### config.mk
export PLATFORM = sky130hd
export DESIGN_NAME = scg_top
export DESIGN_NICKNAME = d
export VERILOG_FILES = /design/src/include/scg_pkg.sv /design/src/rtl/scg_top.sv /design/src/rtl/scg_gate_bank.sv /design/src/rtl/scg_osc_timer.sv
export SDC_FILE = /design/constraint.sdc
export NUM_CORES = 1
export LEC_CHECK = 0
export BUFFER_PORTS_ARGS = -buffer_cell sky130_fd_sc_hd__buf_2
export CAP_MARGIN = 15
export CORE_MARGIN = 2
export CORE_UTILIZATION = 25
export CTS_CLUSTER_SIZE = 30
export DETAILED_ROUTE_END_ITERATION = 8
export RECOVER_POWER = 100
export SETUP_SLACK_MARGIN = 0.2
export SYNTH_ARGS = -nofsm -noshare
export SYNTH_HDL_FRONTEND = slang
export SYNTH_SLANG_ARGS = --single-unit
### constraint.sdc
create_clock -name ref_clk -period 3.4 [get_ports ref_clk]
set_clock_uncertainty 0.1 [all_clocks]
set_input_delay 0 -clock ref_clk [delete_from_list [all_inputs] [get_ports ref_clk]]
set_output_delay 0 -clock ref_clk [all_outputs]
set_load 0.05 [all_outputs]
### src/include/scg_pkg.sv
// Functional notes
// - usb device enable bit turns 48M clock on
// - usb device disable bit turns clock off
// - enable bits 8-11 switch programmable outputs on
// - disable bits 8-11 switch programmable outputs off
// - disable bit 0 stops processor clock, idle
// - status bit 0 shows processor clock running
// - status bit 7 shows usb device clock
// - status bits 8-11 show programmable outputs
// - peripheral enable bits 2-31 start clocks
// - peripheral disable bits 2-31 stop clocks
// - peripheral status shows each clock, bits 0-1 none
// - unimplemented peripheral bits change nothing
// - reset: system status 0x03, peripheral 0x0
// - stable flag: startup, bypass at once, cleared
// - startup time is count times 8 slow cycles
package scg_pkg;
	localparam int unsigned ADDR_W = 8;
	localparam logic [7:0] OFF_SYS_EN = 8'h00;
	localparam logic [7:0] OFF_SYS_DIS = 8'h04;
	localparam logic [7:0] OFF_SYS_STAT = 8'h08;
	localparam logic [7:0] OFF_PER_EN = 8'h10;
	localparam logic [7:0] OFF_PER_DIS = 8'h14;
	localparam logic [7:0] OFF_PER_STAT = 8'h18;
	localparam logic [7:0] OFF_OSC = 8'h20;
	localparam logic [7:0] OFF_MFREQ = 8'h24;
	localparam logic [7:0] OFF_PLLA = 8'h28;
	localparam logic [7:0] OFF_PLLB = 8'h2c;
	localparam logic [7:0] OFF_MCK = 8'h30;
	localparam logic [7:0] OFF_PROG0 = 8'h40;
	localparam logic [7:0] OFF_PROG1 = 8'h44;
	localparam logic [7:0] OFF_IRQ_EN = 8'h60;
	localparam logic [7:0] OFF_IRQ_DIS = 8'h64;
	localparam logic [7:0] OFF_CTRL_STAT = 8'h68;
	localparam logic [7:0] OFF_IRQ_MASK = 8'h6c;
	localparam logic [7:0] OFF_EVT = 8'h70;
	localparam logic [7:0] OFF_PUMP = 8'h80;
	localparam int unsigned SYS_PROC_BIT = 0;
	localparam int unsigned SYS_HOST_BIT = 6;
	localparam int unsigned SYS_DEV_BIT = 7;
	localparam int unsigned SYS_PROG_LSB = 8;
	localparam int unsigned SYS_AUX_LSB = 16;
	localparam logic [31:0] SYS_EN_MASK = 32'h0003_0fc0;
	localparam logic [31:0] SYS_DIS_MASK = 32'h0003_0fc1;
	localparam logic [31:0] SYS_GATE_RST = 32'h0000_0001;
	localparam logic [31:0] SYS_FIXED = 32'h0000_0002;
	localparam logic [31:0] SYS_STAT_RST = 32'h0000_0003;
	localparam logic [31:0] PER_MASK = 32'hffff_fffc;
	localparam logic [31:0] PER_RST = 32'h0000_0000;
	localparam int unsigned OSC_EN_BIT = 0;
	localparam int unsigned OSC_BYP_BIT = 1;
	localparam int unsigned OSC_CNT_LSB = 8;
	localparam logic [31:0] OSC_MASK = 32'h0000_ff03;
	localparam logic [31:0] OSC_RST = 32'h0000_0000;
	localparam int unsigned OSC_CNT_SHIFT = 3;
	localparam logic [31:0] PLL_RST = 32'h0000_3f00;
	localparam logic [31:0] MCK_RST = 32'h0000_0000;
	localparam logic [31:0] PROG_RST = 32'h0000_0000;
	localparam logic [31:0] PUMP_RST = 32'h0000_0000;
	localparam logic [31:0] CTRL_FIXED = 32'h0000_0008;
	localparam int unsigned CTRL_STABLE_BIT = 0;
	localparam logic [31:0] EVT_MASK = 32'h0000_0001;
	localparam int unsigned EVT_STABLE_BIT = 0;
	localparam int unsigned CLK_HZ = 200_000_000;
	localparam int unsigned SLOW_HZ = 32_768;
	localparam int unsigned SLOW_DIV_DEFAULT = CLK_HZ / SLOW_HZ;
	localparam int unsigned SLOW_CNT_W = 16;

	typedef enum {
		RG_SYS_EN, RG_SYS_DIS, RG_SYS_STAT, RG_PER_EN, RG_PER_DIS,
		RG_PER_STAT, RG_OSC, RG_MFREQ, RG_PLLA, RG_PLLB, RG_MCK,
		RG_PROG0, RG_PROG1, RG_IRQ_EN, RG_IRQ_DIS, RG_CTRL_STAT,
		RG_IRQ_MASK, RG_EVT, RG_PUMP, RG_NONE
	} scg_reg_e;

	typedef struct packed {
		logic [1:0] aux;
		logic [3:0] progOut;
		logic usbDev;
		logic usbHost;
		logic proc;
	} scg_gates_s;

	typedef struct packed {
		logic [31:0] pllA;
		logic [31:0] pllB;
		logic [31:0] masterClk;
		logic [31:0] progClk0;
		logic [31:0] progClk1;
		logic [31:0] chargePump;
		logic oscEnable;
		logic oscillator_bypass;
	} scg_cfg_s;
endpackage

### src/rtl/scg_top.sv
`timescale 1ns/1ps
`default_nettype none
module scg_top #(
	parameter int unsigned SLOW_DIV = scg_pkg::SLOW_DIV_DEFAULT
) (
	input wire logic ref_clk,
	input wire logic rst_n,
	input wire logic psel,
	input wire logic penable,
	input wire logic pwrite,
	input wire logic [7:0] paddr,
	input wire logic [31:0] pwdata,
	output logic [31:0] prdata,
	output logic pready,
	output logic pslverr,
	input wire logic procWake,
	output scg_pkg::scg_gates_s gates,
	output logic [31:0] periphClkEn,
	output scg_pkg::scg_cfg_s cfg,
	output logic oscStable,
	output logic irq
);
	scg_pkg::scg_reg_e wrSel;
	scg_pkg::scg_reg_e rdSel;
	logic wrStrobe;
	logic rdSetup;
	logic [31:0] sysState;
	logic [31:0] sysStatus;
	logic [31:0] perState;
	logic [31:0] maskState;
	logic [31:0] ctrlStatus;
	logic [31:0] rdValue;
	logic [31:0] prdataReg;
	logic [31:0] osc_reg;
	logic [31:0] pllAReg;
	logic [31:0] pllBReg;
	logic [31:0] mckReg;
	logic [31:0] prog0Reg;
	logic [31:0] prog1Reg;
	logic [31:0] pumpReg;
	logic [31:0] evtReg;
	logic [31:0] evtSet;
	logic [31:0] wakeSet;
	logic [scg_pkg::SLOW_CNT_W-1:0] slowCntReg;
	logic slowTick;
	logic stablePrevReg;

	function automatic scg_pkg::scg_reg_e decode(input logic [7:0] a);
		scg_pkg::scg_reg_e r;
		r = scg_pkg::RG_NONE;
		if (a == scg_pkg::OFF_SYS_EN)
			r = scg_pkg::RG_SYS_EN;
		else if (a == scg_pkg::OFF_SYS_DIS)
			r = scg_pkg::RG_SYS_DIS;
		else if (a == scg_pkg::OFF_SYS_STAT)
			r = scg_pkg::RG_SYS_STAT;
		else if (a == scg_pkg::OFF_PER_EN)
			r = scg_pkg::RG_PER_EN;
		else if (a == scg_pkg::OFF_PER_DIS)
			r = scg_pkg::RG_PER_DIS;
		else if (a == scg_pkg::OFF_PER_STAT)
			r = scg_pkg::RG_PER_STAT;
		else if (a == scg_pkg::OFF_OSC)
			r = scg_pkg::RG_OSC;
		else if (a == scg_pkg::OFF_MFREQ)
			r = scg_pkg::RG_MFREQ;
		else if (a == scg_pkg::OFF_PLLA)
			r = scg_pkg::RG_PLLA;
		else if (a == scg_pkg::OFF_PLLB)
			r = scg_pkg::RG_PLLB;
		else if (a == scg_pkg::OFF_MCK)
			r = scg_pkg::RG_MCK;
		else if (a == scg_pkg::OFF_PROG0)
			r = scg_pkg::RG_PROG0;
		else if (a == scg_pkg::OFF_PROG1)
			r = scg_pkg::RG_PROG1;
		else if (a == scg_pkg::OFF_IRQ_EN)
			r = scg_pkg::RG_IRQ_EN;
		else if (a == scg_pkg::OFF_IRQ_DIS)
			r = scg_pkg::RG_IRQ_DIS;
		else if (a == scg_pkg::OFF_CTRL_STAT)
			r = scg_pkg::RG_CTRL_STAT;
		else if (a == scg_pkg::OFF_IRQ_MASK)
			r = scg_pkg::RG_IRQ_MASK;
		else if (a == scg_pkg::OFF_EVT)
			r = scg_pkg::RG_EVT;
		else if (a == scg_pkg::OFF_PUMP)
			r = scg_pkg::RG_PUMP;
		return r;
	endfunction

	// zero wait states: every access completes in its first access cycle
	assign pready = 1'b1;
	assign wrSel = decode(paddr);
	assign rdSel = wrSel;
	assign wrStrobe = psel && penable && pwrite && (wrSel != scg_pkg::RG_NONE);
	assign rdSetup = psel && !penable && !pwrite;
	assign pslverr = psel && penable && (wrSel == scg_pkg::RG_NONE);
	assign prdata = prdataReg;

	// slow clock stand-in: one-cycle enable from a divider
	always_ff @(posedge ref_clk)
	begin
		if (!rst_n)
			slowCntReg <= '0;
		else if (slowCntReg == scg_pkg::SLOW_CNT_W'(SLOW_DIV - 1))
			slowCntReg <= '0;
		else
			slowCntReg <= scg_pkg::SLOW_CNT_W'(slowCntReg + 1'b1);
	end
	assign slowTick = (slowCntReg == scg_pkg::SLOW_CNT_W'(SLOW_DIV - 1));

	// only an interrupt-style wake restarts the processor clock
	assign wakeSet = {31'h0000_0000, procWake};

	scg_gate_bank #(
		.SET_MASK(scg_pkg::SYS_EN_MASK),
		.CLR_MASK(scg_pkg::SYS_DIS_MASK),
		.RST_VAL(scg_pkg::SYS_GATE_RST)
	) u_sys_gates (
		.ref_clk(ref_clk),
		.rst_n(rst_n),
		.setWr(wrStrobe && wrSel == scg_pkg::RG_SYS_EN),
		.clrWr(wrStrobe && wrSel == scg_pkg::RG_SYS_DIS),
		.wdata(pwdata),
		.hwSet(wakeSet),
		.state(sysState)
	);

	scg_gate_bank #(
		.SET_MASK(scg_pkg::PER_MASK),
		.CLR_MASK(scg_pkg::PER_MASK),
		.RST_VAL(scg_pkg::PER_RST)
	) u_per_gates (
		.ref_clk(ref_clk),
		.rst_n(rst_n),
		.setWr(wrStrobe && wrSel == scg_pkg::RG_PER_EN),
		.clrWr(wrStrobe && wrSel == scg_pkg::RG_PER_DIS),
		.wdata(pwdata),
		.hwSet(32'h0000_0000),
		.state(perState)
	);

	scg_gate_bank #(
		.SET_MASK(scg_pkg::EVT_MASK),
		.CLR_MASK(scg_pkg::EVT_MASK),
		.RST_VAL(32'h0000_0000)
	) u_irq_mask (
		.ref_clk(ref_clk),
		.rst_n(rst_n),
		.setWr(wrStrobe && wrSel == scg_pkg::RG_IRQ_EN),
		.clrWr(wrStrobe && wrSel == scg_pkg::RG_IRQ_DIS),
		.wdata(pwdata),
		.hwSet(32'h0000_0000),
		.state(maskState)
	);

	scg_osc_timer u_osc (
		.ref_clk(ref_clk),
		.rst_n(rst_n),
		.slowTick(slowTick),
		.oscEn(osc_reg[scg_pkg::OSC_EN_BIT]),
		.oscByp(osc_reg[scg_pkg::OSC_BYP_BIT]),
		.startCount(osc_reg[scg_pkg::OSC_CNT_LSB +: 8]),
		.stable(oscStable)
	);

	always_ff @(posedge ref_clk)
	begin
		if (!rst_n)
			osc_reg <= scg_pkg::OSC_RST;
		else if (wrStrobe && wrSel == scg_pkg::RG_OSC)
			osc_reg <= pwdata & scg_pkg::OSC_MASK;
	end

	// clock generator settings are only stored and passed on here
	always_ff @(posedge ref_clk)
	begin
		if (!rst_n)
		begin
			pllAReg <= scg_pkg::PLL_RST;
			pllBReg <= scg_pkg::PLL_RST;
			mckReg <= scg_pkg::MCK_RST;
			prog0Reg <= scg_pkg::PROG_RST;
			prog1Reg <= scg_pkg::PROG_RST;
			pumpReg <= scg_pkg::PUMP_RST;
		end
		else if (wrStrobe)
		begin
			if (wrSel == scg_pkg::RG_PLLA)
				pllAReg <= pwdata;
			if (wrSel == scg_pkg::RG_PLLB)
				pllBReg <= pwdata;
			if (wrSel == scg_pkg::RG_MCK)
				mckReg <= pwdata;
			if (wrSel == scg_pkg::RG_PROG0)
				prog0Reg <= pwdata;
			if (wrSel == scg_pkg::RG_PROG1)
				prog1Reg <= pwdata;
			if (wrSel == scg_pkg::RG_PUMP)
				pumpReg <= pwdata;
		end
	end

	// sticky event on each rise of the stable flag
	always_ff @(posedge ref_clk)
	begin
		if (!rst_n)
			stablePrevReg <= 1'b0;
		else
			stablePrevReg <= oscStable;
	end
	assign evtSet = {31'h0000_0000, oscStable && !stablePrevReg};

	always_ff @(posedge ref_clk)
	begin
		if (!rst_n)
			evtReg <= 32'h0000_0000;
		else if (wrStrobe && wrSel == scg_pkg::RG_EVT)
			evtReg <= ((evtReg & ~pwdata) | evtSet) & scg_pkg::EVT_MASK;
		else
			evtReg <= (evtReg | evtSet) & scg_pkg::EVT_MASK;
	end
	assign irq = |(evtReg & maskState);

	// bit 1 of system status has no gate behind it and reads one
	assign sysStatus = sysState | scg_pkg::SYS_FIXED;
	assign ctrlStatus = scg_pkg::CTRL_FIXED
		| (32'(oscStable) << scg_pkg::CTRL_STABLE_BIT);

	// write-only registers read as zero
	always_comb
	begin
		rdValue = 32'h0000_0000;
		case (rdSel)
			scg_pkg::RG_SYS_STAT: rdValue = sysStatus;
			scg_pkg::RG_PER_STAT: rdValue = perState;
			scg_pkg::RG_OSC: rdValue = osc_reg;
			scg_pkg::RG_PLLA: rdValue = pllAReg;
			scg_pkg::RG_PLLB: rdValue = pllBReg;
			scg_pkg::RG_MCK: rdValue = mckReg;
			scg_pkg::RG_PROG0: rdValue = prog0Reg;
			scg_pkg::RG_PROG1: rdValue = prog1Reg;
			scg_pkg::RG_CTRL_STAT: rdValue = ctrlStatus;
			scg_pkg::RG_IRQ_MASK: rdValue = maskState;
			scg_pkg::RG_EVT: rdValue = evtReg;
			default: rdValue = 32'h0000_0000;
		endcase
	end

	// read data captured in setup, stable through the access cycle
	always_ff @(posedge ref_clk)
	begin
		if (!rst_n)
			prdataReg <= 32'h0000_0000;
		else if (rdSetup)
			prdataReg <= rdValue;
	end

	assign gates.proc = sysState[scg_pkg::SYS_PROC_BIT];
	assign gates.usbHost = sysState[scg_pkg::SYS_HOST_BIT];
	assign gates.usbDev = sysState[scg_pkg::SYS_DEV_BIT];
	assign gates.progOut = sysState[scg_pkg::SYS_PROG_LSB +: 4];
	assign gates.aux = sysState[scg_pkg::SYS_AUX_LSB +: 2];
	assign periphClkEn = perState;
	assign cfg.pllA = pllAReg;
	assign cfg.pllB = pllBReg;
	assign cfg.masterClk = mckReg;
	assign cfg.progClk0 = prog0Reg;
	assign cfg.progClk1 = prog1Reg;
	assign cfg.chargePump = pumpReg;
	assign cfg.oscEnable = osc_reg[scg_pkg::OSC_EN_BIT];
	assign cfg.oscillator_bypass = osc_reg[scg_pkg::OSC_BYP_BIT];
endmodule
`default_nettype wire

### src/rtl/scg_gate_bank.sv
`timescale 1ns/1ps
`default_nettype none
module scg_gate_bank #(
	parameter logic [31:0] SET_MASK = 32'h0000_0000,
	parameter logic [31:0] CLR_MASK = 32'h0000_0000,
	parameter logic [31:0] RST_VAL = 32'h0000_0000
) (
	input wire logic ref_clk,
	input wire logic rst_n,
	input wire logic setWr,
	input wire logic clrWr,
	input wire logic [31:0] wdata,
	input wire logic [31:0] hwSet,
	output logic [31:0] state
);
	logic [31:0] setBits;
	logic [31:0] clrBits;

	// zero bits and bits outside the masks leave the state alone
	assign setBits = setWr ? (wdata & SET_MASK) : 32'h0000_0000;
	assign clrBits = clrWr ? (wdata & CLR_MASK) : 32'h0000_0000;

	always_ff @(posedge ref_clk)
	begin
		if (!rst_n)
			state <= RST_VAL;
		else
			// set wins so a hardware event is never lost to a clear
			state <= (state & ~clrBits) | setBits
				| (hwSet & (SET_MASK | CLR_MASK));
	end
endmodule
`default_nettype wire

### src/rtl/scg_osc_timer.sv
`timescale 1ns/1ps
`default_nettype none
module scg_osc_timer (
	input wire logic ref_clk,
	input wire logic rst_n,
	input wire logic slowTick,
	input wire logic oscEn,
	input wire logic oscByp,
	input wire logic [7:0] startCount,
	output logic stable
);
	logic [10:0] elapsedReg;
	logic [10:0] elapsedNext;
	logic [10:0] target;

	assign target = {startCount, 3'b000};
	assign elapsedNext = 11'(elapsedReg + 11'h001);

	always_ff @(posedge ref_clk)
	begin
		if (!rst_n)
		begin
			elapsedReg <= 11'h000;
			stable <= 1'b0;
		end
		else if (!oscEn && !oscByp)
		begin
			elapsedReg <= 11'h000;
			stable <= 1'b0;
		end
		else if (oscByp)
			stable <= 1'b1;
		else if (!stable && slowTick)
		begin
			// a count change mid start-up takes effect on the next tick
			elapsedReg <= elapsedNext;
			if (elapsedNext >= target)
				stable <= 1'b1;
		end
	end
endmodule
`default_nettype wire

* Yosys cells after proc, flatten, opt, wreduce, memory -nomap -nowiden *
Index checks and enable logic that the tools add are counted.

cells by class
  add/sub/neg operators = 2
  $lt $le $gt $ge = 1
  eq/ne operators = 45
  muxes and demuxes = 30
  bitwise operators = 17
  reductions and logical operators = 38

operators with widths
  cell                                                               number
  32-bit one-hot mux with 11 select lines                            1
  32-bit by 5-bit == test with 1-bit output, second input constant   9
  32-bit by 4-bit == test with 1-bit output, second input constant   8
  32-bit two-way mux                                                 5
  32-bit AND                                                         3
  32-bit by 3-bit == test with 1-bit output, second input constant   3
  32-bit by 6-bit == test with 1-bit output, second input constant   3
  32-bit NOT                                                         3
  32-bit OR                                                          3
  5-bit two-way mux                                                  13
  32-bit by 2-bit == test with 1-bit output, second input constant   2
  8-bit by 7-bit == test with 1-bit output, second input constant    7
  8-bit by 6-bit == test with 1-bit output, second input constant    5
  18-bit two-way mux                                                 2
  1-bit by 32-bit AND with 32-bit output                             1
  32-bit zero test                                                   1
  32-bit by 6-bit != test with 1-bit output, second input constant   1
  32-bit by 1-bit OR with 32-bit output                              1
  32-bit OR reduction                                                1
  8-bit by 5-bit == test with 1-bit output, second input constant    3
  1-bit logical AND                                                  17
  16-bit by 1-bit adder with 16-bit output, second input constant    1
  16-bit by 13-bit == test with 1-bit output, second input constant  1
  2-bit AND reduction                                                8
  other kinds (14)                                                   31

storage, ports and cells
  register bits = 360
  bits of input ports = 46
  output and inout bits = 271

* Depth between registers and ports, before layout *
  word-level depth = 28
  mapped depth = 11
  gate-level depth less buffers = 11

* Hierarchy *
Synthesis repeated with hierarchy kept, for this count alone.

second synthesis, totals
  cell total of the unflattened synthesis = 1780
  area, all modules = 14493.9 µm²

by module, submodules not included
  module                        times used  cells each  area an instance (µm²)  seq. area each (µm²)
  scg_top                       1           1448        11327.1                 5044.8
  scg_gate_bank at u_per_gates  1           132         1467.7                  600.6
  scg_osc_timer                 1           102         864.6                   240.2
  scg_gate_bank at u_sys_gates  1           62          551.8                   180.2
  scg_gate_bank at u_irq_mask   1           36          282.8                   20.0

* Worst setup path after synthesis *
No wires, ideal clock.

  kind = input to output
  start = in paddr[4]
  end = out pslverr
  arrival = 2.697 ns
  required time = 3.300 ns
  path slack = 0.603 ns
  cell stages on the path = 7
  cell sequence = buf_6 nor4b_2 a211oi_1 o21ai_0 and2_1 nand2_1 nor4_1

on the way
  word-level cells in the longest chain between the ends = 22
  elaborated cells between the ends (all ways) = 40
  classes of those cells = eq/ne: 19; mux: 19; reduce/logical: 2

ends and longest elaborated chain
  element                                      RTL line       RTL
  start, declared                              scg_top.sv:11  input wire logic [7:0] paddr,
  8-bit == test                                scg_top.sv:87  else if (a == scg_pkg::OFF_PUMP)
  1-bit two-way mux                            scg_top.sv:87
  2-bit two-way mux                            scg_top.sv:85  else if (a == scg_pkg::OFF_EVT)
  2-bit two-way mux                            scg_top.sv:83  else if (a == scg_pkg::OFF_IRQ_MASK)
  5-bit two-way mux                            scg_top.sv:81  else if (a == scg_pkg::OFF_CTRL_STAT)
  5-bit two-way mux                            scg_top.sv:79  else if (a == scg_pkg::OFF_IRQ_DIS)
  5-bit two-way mux                            scg_top.sv:77  else if (a == scg_pkg::OFF_IRQ_EN)
  5-bit two-way mux                            scg_top.sv:75  else if (a == scg_pkg::OFF_PROG1)
  (+6 left out)                                -
  5-bit two-way mux                            scg_top.sv:61  else if (a == scg_pkg::OFF_PER_STAT)
  5-bit two-way mux                            scg_top.sv:59  else if (a == scg_pkg::OFF_PER_DIS)
  5-bit two-way mux                            scg_top.sv:57  else if (a == scg_pkg::OFF_PER_EN)
  32-bit two-way mux                           scg_top.sv:55  else if (a == scg_pkg::OFF_SYS_STAT)
  32-bit two-way mux                           scg_top.sv:53  else if (a == scg_pkg::OFF_SYS_DIS)
  32-bit two-way mux *                         scg_top.sv:51  if (a == scg_pkg::OFF_SYS_EN)
  32-bit by 6-bit == test with 1-bit output *  scg_top.sv:98  assign pslverr = psel && penable && (wrSel == scg_pkg::RG_NONE);
  1-bit logical AND *                          scg_top.sv:98
  end, declared                                scg_top.sv:15  output logic pslverr,

Mark *: on every way between the ends. The rest lies on a longest branch, timed or not.

* Final worst setup path *
  start = in paddr[3]
  end = reg u_sys_gates.state[0]

on the way
  word-level cells in the longest chain between the ends = 28
  elaborated cells between the ends (all ways) = 47
  classes of those cells = eq/ne: 20; mux: 20; bitwise: 4; reduce/logical: 3

ends and longest elaborated chain
  element                                    RTL line             RTL
  8-bit == test                              scg_top.sv:87
  1-bit two-way mux                          scg_top.sv:87
  2-bit two-way mux                          scg_top.sv:85
  2-bit two-way mux                          scg_top.sv:83
  5-bit two-way mux                          scg_top.sv:81
  5-bit two-way mux                          scg_top.sv:79
  5-bit two-way mux                          scg_top.sv:77
  5-bit two-way mux                          scg_top.sv:75
  (+12 left out)                             -
  32-bit by 6-bit != test with 1-bit output  scg_top.sv:96        assign wrStrobe = psel && penable && pwrite && (wrSel != scg_pkg::RG_NONE);
  1-bit logical AND                          scg_top.sv:96
  1-bit logical AND *                        scg_top.sv:124       .clrWr(wrStrobe && wrSel == scg_pkg::RG_SYS_DIS),
  18-bit two-way mux *                       scg_gate_bank.sv:21  assign clrBits = clrWr ? (wdata & CLR_MASK) : 32'h0000_0000;
  32-bit NOT *                               scg_gate_bank.sv:29  state <= (state & ~clrBits) | setBits
  32-bit AND *                               scg_gate_bank.sv:29
  32-bit OR *                                scg_gate_bank.sv:29
  32-bit by 1-bit OR with 32-bit output *    scg_gate_bank.sv:30  | (hwSet & (SET_MASK | CLR_MASK));
  end signal, assigned                       scg_gate_bank.sv:29
  end, declared                              scg_gate_bank.sv:14  output logic [31:0] state

Marked as above.
A chain may end at the register's enable or synchronous reset.

==> impl_results.md <==
- Outcome: completed
- Cells after synthesis: 1622
- Number of fill cells in the layout: 5554
- Largest fanout on the critical path: 17
- Via count of the first global-routing pass: 12602
- Post-synth top area share: 0.4646
- Maximum clock frequency: 319.9 MHz
- TritonCTS clock tree: done
- Initial core utilization: 0.2543
- Endpoint class of the critical path: register
- Max VDD drop: 0.0003139 V
- Number of placed instances with taps included: 2503
- Setup CP Type: in -> reg
- Global-route usage over all layers: 0.2065
- Leakage dissipation: 0.005719 uW
- Post-route cell area: 0.01637 sq mm
- Standard cell area after detailed placement: 0.01521 sq mm
- Areal power density over the cells: 475.9 mW/mm^2
- Summed negative setup slack over all endpoints: 0 ns
- Estimated wirelength of the detail-placed design: 40540 um
- Asr flop ratio synth: 0
- Post-route non-filler standard cell count: 2610
- Floorplan Core Area: 0.05151 sq mm
- Max-Cap Viols: 0
- Pin count of the biggest net entering global routing: 210
- RSZ-0062 raised after global routing: no
- Overall via count from detail_route: 13185
- Deepest level of the CTS H-tree: 2
- Worst-case clock buffer depth: 3
- Via density per instance: 5.052
- Antenna violations before repair: 1
- Count of final setup violators: 0
- Post-placement setup slack: 0.6222 ns
- Diode count: 0
- Slew @ Worst Pin: 1.091 ns
- Required @ worst endpoint: 3.73 ns
- Clock network latency to the later pin of the worst-skew pair: 0.54 ns
- Num CTS Buffers: 36
- Layout Area Growth over Synthesis: 24.95%
- Synth cell types: 67
- DIE HEIGHT: 232.9 um
- Final number of max-transition violations: 0
- Ranking of synthesized cells by area: sky130_fd_sc_hd__dfxtp_1 46%, sky130_fd_sc_hd__nand2_1 13%, sky130_fd_sc_hd__a21oi_1 6.8%, sky130_fd_sc_hd__a222oi_1 3.5%, sky130_fd_sc_hd__mux2i_1 3.1%
- Synthesis-stage register bit count: 304
- Sink Count: 304
- Final critical-path required period: 3.126 ns
- Remaining global-route overflow: 0
- Final-stage net count: 1960
- Leading area contributor after synthesis: sky130_fd_sc_hd__dfxtp_1
- Number of buffers inserted to repair setup after CTS: 0
- Count of synthesis-stage warnings from yosys: 0
- Crit path setup slack, layout: 0.2735 ns
- Clock edge transition at the registers on the reported setup and hold paths: 0.06 ns
- CP arrival: 3.46 ns
- Primary FF master, synth: sky130_fd_sc_hd__dfxtp_1
- Total power consumption of the routed design: 7789 uW
- Number of enable flip-flop cells after synthesis: 0
- Cell at the root of the clock tree: sky130_fd_sc_hd__clkbuf_16
- Post-Route WL: 57950 um
- # DRC: 0
- Hold Vio Cnt, Final: 0
- Die Area: 0.05424 sq mm
- Cell area after technology mapping: 0.01310 sq mm
- Syn Area/Cell: 8.076 sq um
- Number of placement rows: 83
- Sequential-to-total area share from yosys stat: 0.4646
- I/O pin count: 317
- Die X-Extent: 232.9 um
- Post-cts resize count: 0
- Slew Limit Headroom: 0.2725
- Post-detailed-route wirelength per cell: 22.20 um
- Global-route wire length before repair: 83120 um
- Worst Hold Class: in -> reg
- Number of antenna-violating nets in the routed design: 0
- Count of TritonRoute iterations in the first routing pass: 8
- Weighted congestion at the end of routability-driven global placement: 0.8939
- Number of violations reported at the end of detailed-routing iteration 0: 1169
- Crit path launch type: input port
- Quantity of I/O buffers inserted on ports: 313
- Layout cells sized above 1: 0.08394
- Post-route fraction of the period consumed by the critical path: 0.9195
[report_power, final]
group	switching (uW)	total [uW]	internal, uW
Sequential	5.15	3570	3570
Combinational	264	361	97.5
Clock	1580	3860	2280
Total	1850	7790	5940
[per-stage QoR]
stage / hold WS [ns] / utilization
3_5_place_dp: 0.09177 / 0.2952
3_3_place_gp: 0.08619 / 0.2951
4_1_cts: 0.08320 / 0.3262
5_1_grt: 0.1461 / 0.3177
2_1_floorplan: -0.001428 / -
6_report: 0.09526 / 0.3177
[critical path, stage by stage]
cell and delay (ns):
sky130_fd_sc_hd__dlygate4sd3_1 0.54, sky130_fd_sc_hd__buf_2 0.31, sky130_fd_sc_hd__nor2_1 0.28, sky130_fd_sc_hd__and3_1 0.25
sky130_fd_sc_hd__o21ai_0 0.32, sky130_fd_sc_hd__and3_1 0.61, sky130_fd_sc_hd__nand3_1 0.26, sky130_fd_sc_hd__a211o_1 0.34
sky130_fd_sc_hd__dlygate4sd3_1 0.54
[per-layer routing]
metal / GRT usage / up-vias / share of wire
met5: 0 / - / 0
met4: 0.07066 / 0 / 0.029
met3: 0.06642 / 110 / 0.10
met2: 0.3422 / 643 / 0.47
met1: 0.2511 / 6297 / 0.40
li1: - / 6135 / -
[cell type report]
type	instances	area, sq um	share of cell area
repair buffers	396	1943	0.1187
well taps	680	850.8	0.05198
multi-input cells	1122	6145	0.3754
clock inverters	11	96.34	0.005886
inverters	43	166.4	0.01017
flip-flops and latches	304	6086	0.3718
clock buffers	54	1080	0.06597
[cell families after synthesis]
kind of cell,share of synthesized area
AO/OA/AOI/OAI,0.1946
XOR/XNOR,0.02207
adder cells (fa/ha/maj),0.01051
buffers and inverters,0.06849
flip-flops,0.4646
multiplexers,0.03143
other,0.0005733
AND/OR/NAND/NOR,0.2078
[Yosys cell counts (all sizes together) (13+ instances only)]
cell type    n
dfxtp      304
nand3       15
a222oi      46
a22o        35
xor2        25
a21oi      179
buf         58
clkbuf      96
a22oi       13
mux2i       40
nand2      448
o21ai       73
inv         43
nor2        91
[final timing paths]
kind | from | end | slack, ns | depth (start not counted)
hold / removal | paddr[2] | evtReg[0]$_SDFF_PN0_ | 0.1 | 5
hold reg to reg | pumpReg[3]$_SDFFE_PN0P_ | pumpReg[3]$_SDFFE_PN0P_ | 0.35 | 2
setup reg to reg | slowCntReg[13]$_SDFF_PP0_ | u_osc.elapsedReg[9]$_SDFFE_PP0P_ | 0.71 | 7
setup / recovery | paddr[3] | u_sys_gates.state[0]$_SDFF_PN1_ | 0.27 | 9
[repair_timing]
| action | 4_1_cts | 5_1_grt |
|---|---|---|
| hold buffers | 42 | 0 |
| endpoints found under the hold margin | 242 | 0 |
| setup endpoints to repair | 0 | 0 |
[cells in the final DEF (no fill, tap or decap), types with 40 or more instances in the layout]
master / Yosys / final
sky130_fd_sc_hd__nand2_1: 448 / 445
sky130_fd_sc_hd__dfxtp_1: 304 / 304
sky130_fd_sc_hd__clkbuf_1: 96 / 281
sky130_fd_sc_hd__a21oi_1: 179 / 179
sky130_fd_sc_hd__nor2_1: 90 / 89
sky130_fd_sc_hd__o21ai_0: 72 / 73
sky130_fd_sc_hd__a222oi_1: 46 / 46
sky130_fd_sc_hd__buf_2: 27 / 44
sky130_fd_sc_hd__inv_1: 43 / 42
sky130_fd_sc_hd__dlygate4sd3_1: 0 / 42
sky130_fd_sc_hd__mux2i_1: 40 / 40
No activity file was read; power rests on OpenSTA's default activity.
